### config.mk
export PLATFORM = sky130hd
export DESIGN_NAME = ctc_core
export DESIGN_NICKNAME = d
export VERILOG_FILES = /design/src/include/ctc_pkg.sv /design/src/core/ctc_sync.sv /design/src/core/ctc_core.sv
export SDC_FILE = /design/constraint.sdc
export NUM_CORES = 1
export LEC_CHECK = 0
export BUFFER_PORTS_ARGS = -buffer_cell sky130_fd_sc_hd__buf_4
export CORE_UTILIZATION = 50
export CTS_CLUSTER_SIZE = 24
export DETAILED_ROUTE_END_ITERATION = 7
export PLACE_DENSITY = 0.89
export REMOVE_ABC_BUFFERS = 1
export SLEW_MARGIN = 20
export SYNTH_ARGS = -nofsm -noshare
export SYNTH_HDL_FRONTEND = slang
export SYNTH_SLANG_ARGS = --single-unit
### constraint.sdc
create_clock -name mclk_i -period 3.5 [get_ports mclk_i]
set_clock_uncertainty 0.2 [all_clocks]
set_input_delay 0.175 -clock mclk_i [delete_from_list [all_inputs] [get_ports mclk_i]]
set_output_delay 0.175 -clock mclk_i [all_outputs]
set_load 0.01 [all_outputs]
### src/include/ctc_pkg.sv
// Shared constants and carrier types of the control timer command logic.
package ctc_pkg;
    localparam int unsigned CNT_W = 16;
    localparam int unsigned CH_NUM = 4;
    localparam int unsigned CMD_W = 3;
    localparam int unsigned EVACT_W = 3;
    localparam int unsigned SYNC_STAGES = 2;
    localparam logic [CMD_W-1:0] CMD_NONE = 3'h0;
    localparam logic [CMD_W-1:0] CMD_RESTART_ACTION = 3'h1;
    localparam logic [CMD_W-1:0] CMD_STOP = 3'h2;
    localparam logic [EVACT_W-1:0] EVACT_OFF = 3'h0;
    localparam logic [EVACT_W-1:0] EVACT_RESTART_ACTION = 3'h1;
    localparam logic [EVACT_W-1:0] EVACT_STOP = 3'h3;
    localparam logic [EVACT_W-1:0] EVACT_START = 3'h3;
    localparam logic [CNT_W-1:0] COUNT_RST = 16'h0000;
    localparam logic [CNT_W-1:0] COUNT_ONE = 16'h0001;
    localparam logic DIR_RST = 1'b0;
    localparam logic SINGLE_RST = 1'b0;

    typedef enum logic [1:0] {
        CTC_OFF,
        CTC_STOPPED,
        CTC_RUNNING
    } ctc_state_e;

    typedef struct packed {
        logic dir_down_set;
        logic dir_down_clr;
        logic single_run_set;
        logic single_run_clr;
        logic [CMD_W-1:0] cmd;
    } ctc_ctrlb_s;

    typedef struct packed {
        logic [EVACT_W-1:0] input_event0_action;
        logic [EVACT_W-1:0] input_event1_action;
        logic restart_event_out_enable;
        logic wrap_event_out_enable;
    } ctc_event_control_reg_s;

    typedef struct packed {
        logic wrap_flag;
        logic restart_flag;
    } ctc_flags_s;
endpackage

### src/core/ctc_sync.sv
// Two-stage synchroniser for signals entering from the bus clock domain.
`timescale 1ns/100ps
module ctc_sync #(
    parameter int unsigned W = 1
) (
    input wire logic mclk_i,
    input wire logic rst_i,
    input wire logic [W-1:0] d_i,
    output logic [W-1:0] q_o
);
    logic [W-1:0] meta_r;
    logic [W-1:0] q_r;

    // The first stage feeds only the second stage.
    always_ff @(posedge mclk_i) begin
        if (rst_i) begin
            meta_r <= '0;
            q_r <= '0;
        end else begin
            meta_r <= d_i;
            q_r <= meta_r;
        end
    end

    assign q_o = q_r;
endmodule

### src/core/ctc_core.sv
// Counter control, commands, event actions and waveform outputs of the control timer.
`timescale 1ns/100ps
module ctc_core #(
    parameter int unsigned WIDTH = ctc_pkg::CNT_W,
    parameter int unsigned CHANNELS = ctc_pkg::CH_NUM
) (
    input wire logic mclk_i,
    input wire logic rst_i,
    input wire logic enable_i,
    input wire logic ctrlb_toggle_i,
    input wire ctc_pkg::ctc_ctrlb_s ctrlb_i,
    input wire logic count_wr_toggle_i,
    input wire logic [WIDTH-1:0] count_wr_data_i,
    input wire ctc_pkg::ctc_event_control_reg_s event_control_reg_i,
    input wire logic [WIDTH-1:0] period_i,
    input wire logic [CHANNELS-1:0][WIDTH-1:0] compare_i,
    input wire logic input_event0_i,
    input wire logic input_event1_i,
    input wire ctc_pkg::ctc_flags_s irq_flag_clr_i,
    input wire ctc_pkg::ctc_flags_s irq_enable_i,
    output logic [CHANNELS-1:0] waveform_out_o,
    output logic [WIDTH-1:0] count_o,
    output logic running_o,
    output logic dir_down_o,
    output logic single_run_flag_o,
    output logic [ctc_pkg::CMD_W-1:0] cmd_o,
    output logic ctrlb_ack_toggle_o,
    output logic count_wr_ack_toggle_o,
    output ctc_pkg::ctc_flags_s irq_flag_reg_o,
    output logic irq_o,
    output logic dma_req_o,
    output logic wrap_event_o,
    output logic restart_event_o
);
    logic enable_q;
    logic ctrlb_tgl_q;
    logic cnt_tgl_q;
    logic ctrlb_seen_r;
    logic cnt_seen_r;
    logic ctrlb_wr;
    logic cnt_wr;
    logic dir_down_r;
    logic single_run_r;
    logic [ctc_pkg::CMD_W-1:0] cmd_pend_r;
    logic [WIDTH-1:0] count_r;
    logic [WIDTH-1:0] count_nxt;
    ctc_pkg::ctc_state_e state_r;
    ctc_pkg::ctc_state_e state_nxt;
    logic touched_r;
    logic wrap_hit;
    logic restart_hit;
    logic stop_req;
    logic retrig_req;
    logic start_req;
    logic retrig_cfg;
    logic at_limit;
    logic [WIDTH-1:0] start_val;
    logic [CHANNELS-1:0] wave_r;
    ctc_pkg::ctc_flags_s flags_r;
    logic wrap_evt_r;
    logic restart_evt_r;

    ctc_sync #(
        .W(3)
    ) u_sync (
        .mclk_i(mclk_i),
        .rst_i(rst_i),
        .d_i({enable_i, ctrlb_toggle_i, count_wr_toggle_i}),
        .q_o({enable_q, ctrlb_tgl_q, cnt_tgl_q})
    );

    assign ctrlb_wr = ctrlb_tgl_q ^ ctrlb_seen_r;
    assign cnt_wr = cnt_tgl_q ^ cnt_seen_r;

    // Acknowledge toggles follow the synchronised request toggles.
    always_ff @(posedge mclk_i) begin
        if (rst_i) begin
            ctrlb_seen_r <= 1'b0;
            cnt_seen_r <= 1'b0;
        end else begin
            ctrlb_seen_r <= ctrlb_tgl_q;
            cnt_seen_r <= cnt_tgl_q;
        end
    end

    always_ff @(posedge mclk_i) begin
        if (rst_i) begin
            dir_down_r <= ctc_pkg::DIR_RST;
            single_run_r <= ctc_pkg::SINGLE_RST;
        end else if (ctrlb_wr) begin
            if (ctrlb_i.dir_down_set) begin
                dir_down_r <= 1'b1;
            end else if (ctrlb_i.dir_down_clr) begin
                dir_down_r <= 1'b0;
            end
            if (ctrlb_i.single_run_set) begin
                single_run_r <= 1'b1;
            end else if (ctrlb_i.single_run_clr) begin
                single_run_r <= 1'b0;
            end
        end
    end

    always_ff @(posedge mclk_i) begin
        if (rst_i) begin
            cmd_pend_r <= ctc_pkg::CMD_NONE;
        end else if (ctrlb_wr) begin
            cmd_pend_r <= ctrlb_i.cmd;
        end else begin
            cmd_pend_r <= ctc_pkg::CMD_NONE;
        end
    end

    always_comb begin
        stop_req = (cmd_pend_r == ctc_pkg::CMD_STOP);
        stop_req = stop_req || (input_event1_i &&
            event_control_reg_i.input_event1_action == ctc_pkg::EVACT_STOP);
        retrig_req = (cmd_pend_r == ctc_pkg::CMD_RESTART_ACTION) ||
            (input_event0_i &&
            event_control_reg_i.input_event0_action == ctc_pkg::EVACT_RESTART_ACTION) ||
            (input_event1_i &&
            event_control_reg_i.input_event1_action == ctc_pkg::EVACT_RESTART_ACTION);
        start_req = input_event0_i &&
            event_control_reg_i.input_event0_action == ctc_pkg::EVACT_START;
        retrig_cfg = event_control_reg_i.input_event0_action == ctc_pkg::EVACT_RESTART_ACTION ||
            event_control_reg_i.input_event1_action == ctc_pkg::EVACT_RESTART_ACTION;
        start_val = dir_down_r ? period_i : ctc_pkg::COUNT_RST;
        at_limit = dir_down_r ? (count_r == ctc_pkg::COUNT_RST) : (count_r == period_i);
    end

    always_comb begin
        state_nxt = state_r;
        count_nxt = count_r;
        wrap_hit = 1'b0;
        restart_hit = 1'b0;
        if (!enable_q) begin
            state_nxt = ctc_pkg::CTC_OFF;
        end else begin
            unique case (state_r)
                ctc_pkg::CTC_OFF: begin
                    state_nxt = retrig_cfg ? ctc_pkg::CTC_STOPPED : ctc_pkg::CTC_RUNNING;
                    if (!touched_r) begin
                        count_nxt = start_val;
                    end
                end
                ctc_pkg::CTC_STOPPED: begin
                    if (retrig_req || start_req) begin
                        state_nxt = ctc_pkg::CTC_RUNNING;
                    end
                end
                ctc_pkg::CTC_RUNNING: begin
                    if (stop_req) begin
                        state_nxt = ctc_pkg::CTC_STOPPED;
                    end else if (retrig_req) begin
                        count_nxt = start_val;
                        restart_hit = 1'b1;
                    end else if (at_limit) begin
                        wrap_hit = 1'b1;
                        if (single_run_r) begin
                            state_nxt = ctc_pkg::CTC_STOPPED;
                        end else begin
                            count_nxt = start_val;
                        end
                    end else if (dir_down_r) begin
                        count_nxt = count_r - ctc_pkg::COUNT_ONE;
                    end else begin
                        count_nxt = count_r + ctc_pkg::COUNT_ONE;
                    end
                end
            endcase
        end
        if (cnt_wr) begin
            count_nxt = count_wr_data_i;
        end
    end

    always_ff @(posedge mclk_i) begin
        if (rst_i) begin
            state_r <= ctc_pkg::CTC_OFF;
            count_r <= ctc_pkg::COUNT_RST;
        end else begin
            state_r <= state_nxt;
            count_r <= count_nxt;
        end
    end

    // remember a written or stopped-elsewhere value
    always_ff @(posedge mclk_i) begin
        if (rst_i) begin
            touched_r <= 1'b0;
        end else if (cnt_wr) begin
            touched_r <= 1'b1;
        end else if (state_r == ctc_pkg::CTC_OFF && enable_q) begin
            touched_r <= 1'b0;
        end else if (state_r != ctc_pkg::CTC_OFF && state_nxt == ctc_pkg::CTC_OFF) begin
            touched_r <= (count_r != ctc_pkg::COUNT_RST);
        end
    end

    for (genvar n = 0; n < CHANNELS; n++) begin : g_wave
        always_ff @(posedge mclk_i) begin
            if (rst_i) begin
                wave_r[n] <= 1'b0;
            end else begin
                wave_r[n] <= (state_r != ctc_pkg::CTC_OFF) && (count_r < compare_i[n]);
            end
        end
    end

    // sticky flags, set wins over clear
    always_ff @(posedge mclk_i) begin
        if (rst_i) begin
            flags_r <= '0;
        end else begin
            flags_r.wrap_flag <= wrap_hit || (flags_r.wrap_flag && !irq_flag_clr_i.wrap_flag);
            flags_r.restart_flag <= restart_hit ||
                (flags_r.restart_flag && !irq_flag_clr_i.restart_flag);
        end
    end

    always_ff @(posedge mclk_i) begin
        if (rst_i) begin
            wrap_evt_r <= 1'b0;
            restart_evt_r <= 1'b0;
        end else begin
            wrap_evt_r <= wrap_hit && event_control_reg_i.wrap_event_out_enable;
            restart_evt_r <= restart_hit && event_control_reg_i.restart_event_out_enable;
        end
    end

    assign waveform_out_o = wave_r;
    assign count_o = count_r;
    assign running_o = (state_r == ctc_pkg::CTC_RUNNING);
    assign dir_down_o = dir_down_r;
    assign single_run_flag_o = single_run_r;
    assign cmd_o = cmd_pend_r;
    assign ctrlb_ack_toggle_o = ctrlb_seen_r;
    assign count_wr_ack_toggle_o = cnt_seen_r;
    assign irq_flag_reg_o = flags_r;
    assign irq_o = |(flags_r & irq_enable_i);
    assign dma_req_o = flags_r.wrap_flag;
    assign wrap_event_o = wrap_evt_r;
    assign restart_event_o = restart_evt_r;
endmodule

==> results by group <==
Yosys
  • Synth Warn #: 0
  • Synthesized area: 4380 µm²
  • Post-synth top flop: dfxtp_1
  • FFs w/ async S/R, synth: 0%
  • Area contributors post-synth: ha_1 22%, dfxtp_1 18%, inv_1 6.3%
  • Synthesized area per cell: between 7 and 8 µm²
  • Yosys top cell by area: ha_1
  • Share of the synthesized area in the top cell type: roughly 22%
  • Seq/Total Area, Yosys: 18.3%
  • Post-synth cell types: 63
  • Cell with the most instances after synthesis: ha_1
  • EDFF count, synth: 0
  • Synth Register Bits: 40
  • Leading post-synthesis cells by instance count: 77 x ha_1, 73 x inv_1, 40 x dfxtp_1
  • Post-Syn Instances: 550

Floorplan
  • Starting density of the core: a little over half
  • Overall die height: 95.6 µm
  • Die span in x: about 96 µm
  • Placeable Area: 8340 µm²
  • Die area: 9130 µm²
  • Boundary Pins: about 160
  • # rows: 33

Clock tree
  • Setup bufs post-CTS: 0
  • Clk Latency, worst-skew pair: about 0.30 ns
  • Post-CTS sizing: 0
  • # hold bufs at CTS: 26
  • CTS tree: built
  • Bufs on Longest Clock Path: 2
  • Number of clock sinks: 40
  • Num CTS Buffers: 5
  • Depth of the CTS H-tree: 2
  • Root Driver: clkbuf_8
  • Clock-pin slew on the worst setup and hold paths: ~0.080 ns

Worst setup path
  • Arrival time worst endpoint: between 3 and 4 ns
  • Critical Path Sink Type: flip-flop
  • CP Class: flip-flop to flip-flop
  • Worst Path Required: between 3 and 4 ns
  • Critical Path Start Type: flip-flop
  • Worst-path fanout max: 24

Timing
  • Worst setup margin: 0.164 ns
  • Slew @ Worst Pin: about 0.77 ns
  • Unrepaired setup endpoints after global routing: no
  • Headroom to the max-slew limit: between 40% and 50%
  • Hold Fails Final Rpt: 0
  • Final period utilization: 95.3%
  • Setup tns final: 0 ns
  • Max-slew violations: 0
  • Setup violations, final: 0
  • Hold_ws: between 0.01 and 0.015 ns
  • Fmax: ~300 MHz
  • Fin crit period: about 3.3 ns

Layout
  • NumNets Final: approximately 930
  • Layout cells sized above 1: approximately a quarter
  • Area growth, synth to finish: 38.5%
  • Final Core Density: between 70% and 80%
  • Antenna cells: 0

Place
  • Port buffer count: about 160
  • Global placement routability congestion: between 0.9 and 1
  • Post-DP HPWL: 10600 µm
  • DP Worst Slack: about 0.36 ns

Hold path
  • Worst hold-check path type: input port to flip-flop

Drt
  • Routed wire length: roughly 14000 µm
  • Iteration-0 DRC Markers: 391
  • DRC viols: 0
  • DR vias/cell: roughly 5.8
  • Avg WL per Cell: ~17 µm
  • DRT Pass-1 Iters: 7
  • Post-route ant nets: 0
  • Vias: around 4900

Pwr
  • VDD IR max: 0.000276 V
  • Leak pwr: approximately 3.1 nW
  • PwrDens: approximately 250 nW/µm²

Global routing
  • Initial antenna violation count: 0
  • Pin count of the biggest net entering global routing: 37
  • Total gr overflow: 0
  • All-Layer GR Usage: a little under a third
  • Vias in the first global route: a little under 5000
  • Global-route wire length before repair: 21900 µm

Run status
  • Status: complete, no violations

Job
  • MaxCap Viol Count: 0
-- power by group --
| group | total [W] | leakage (nW) | switching, W | internal (W) |
|---|---|---|---|---|
| clock network | 0.000463 | 0.0642 | 0.000182 | 0.000281 |
| registers | 0.000513 | 0.326 | 0.0000371 | 0.000476 |
| logic | 0.000528 | 2.74 | 0.000249 | 0.000279 |
| total | 0.00150 | 3.13 | 0.000468 | 0.00104 |
-- worst paths after layout --
kind / start / slack (ns) / endpoint / cells after the start
worst max-delay path: dir_down_o$_SDFFE_PP0P_ / 0.16 / count_o[15]$_SDFFE_PP0P_ / 10
worst min-delay path: ctrlb_i[5] / 0.01 / dir_down_o$_SDFFE_PP0P_ / 4
worst max register to register: dir_down_o$_SDFFE_PP0P_ / 0.16 / count_o[15]$_SDFFE_PP0P_ / 10
worst min register to register: u_sync.meta_r[0]$_SDFF_PP0_ / 0.25 / u_sync.q_o[0]$_SDFF_PP0_ / 1
-- layout by cell type, fill, tap and decap left out, drive strengths merged, types with 5 or more instances in the layout --
| cell | count |
|---|---|
| dfxtp | 40 |
| o21a | 8 |
| nor4 | 14 |
| and2 | 6 |
| a21o | 9 |
| a21boi | 6 |
| a21oi | 26 |
| a31o | 5 |
| inv | 73 |
| o221ai | 5 |
| nor2b | 15 |
| nand3b | 14 |
| nand2 | 20 |
| nor3 | 16 |
| nand2b | 6 |
| nand3 | 6 |
| a211oi | 6 |
| mux2i | 12 |
| nand4 | 5 |
| and3 | 10 |
| dlygate4sd3 | 26 |
| xor2 | 23 |
| nor2 | 31 |
| ha | 77 |
| clkbuf | 5 |
| o21ai | 35 |
| buf | 166 |
-- metal layers --
| layer | up-vias | GRT usage, % | part of all wire (%) |
|---|---|---|---|
| met5 | - | 0 | 0 |
| met4 | 0 | 12.3 | 2.7 |
| met2 | 244 | 58.6 | 51 |
| met1 | 2244 | 33.9 | 39 |
| met3 | 41 | 5.34 | 7.1 |
| li1 | 2358 | - | - |
-- critical path, cell delays in order, from the launching register on --
cell	delay [ns]
dfxtp_1	0.60
buf_4	0.36
ha_1	0.34
o21a_1	0.22
o21ai_0	0.46
nor2_1	0.19
o21a_1	0.14
o21ai_0	0.24
mux2i_1	0.22
o2111a_1	0.18
o21ai_0	0.08
-- metrics by stage --
stage	area, µm²	instances	power [W]
6_report	6060	836	0.00150
4_1_cts	6060	836	0.00149
2_1_floorplan	4300	532	0.000776
3_5_place_dp	5670	803	0.00102
3_3_place_gp	5670	803	0.000992
5_1_grt	6060	836	0.00158
-- logic make-up after synthesis --
family / share of synthesized area, %
buffers and inverters: 8.12
and+or+nand+nor: 21.2
adders and majority gates: 22.5
muxes: 2.74
xor gates and xnor gates: 5.40
DFF: 18.3
AOI/OAI and AO/OA: 21.8
-- final cells by class --
type / instances / area [µm²]
clock buffers: 5 / 68.8
clock inverters: 2 / 60.1
fillers: 621 / 2280
inverters: 73 / 274
multi-input cells: 419 / 3220
flip-flops and latches: 40 / 801
well taps: 105 / 131
repair buffers: 192 / 1510
-- sequential cells by signal, summed over array words and instances, names as in the netlist, 2 cells and up --
name and count:
u_sync.meta_r 3, cmd_o 3, count_o 16, waveform_out_o 4, state_r 2, u_sync.q_o 3
No activity file was read; power rests on OpenSTA's default activity.
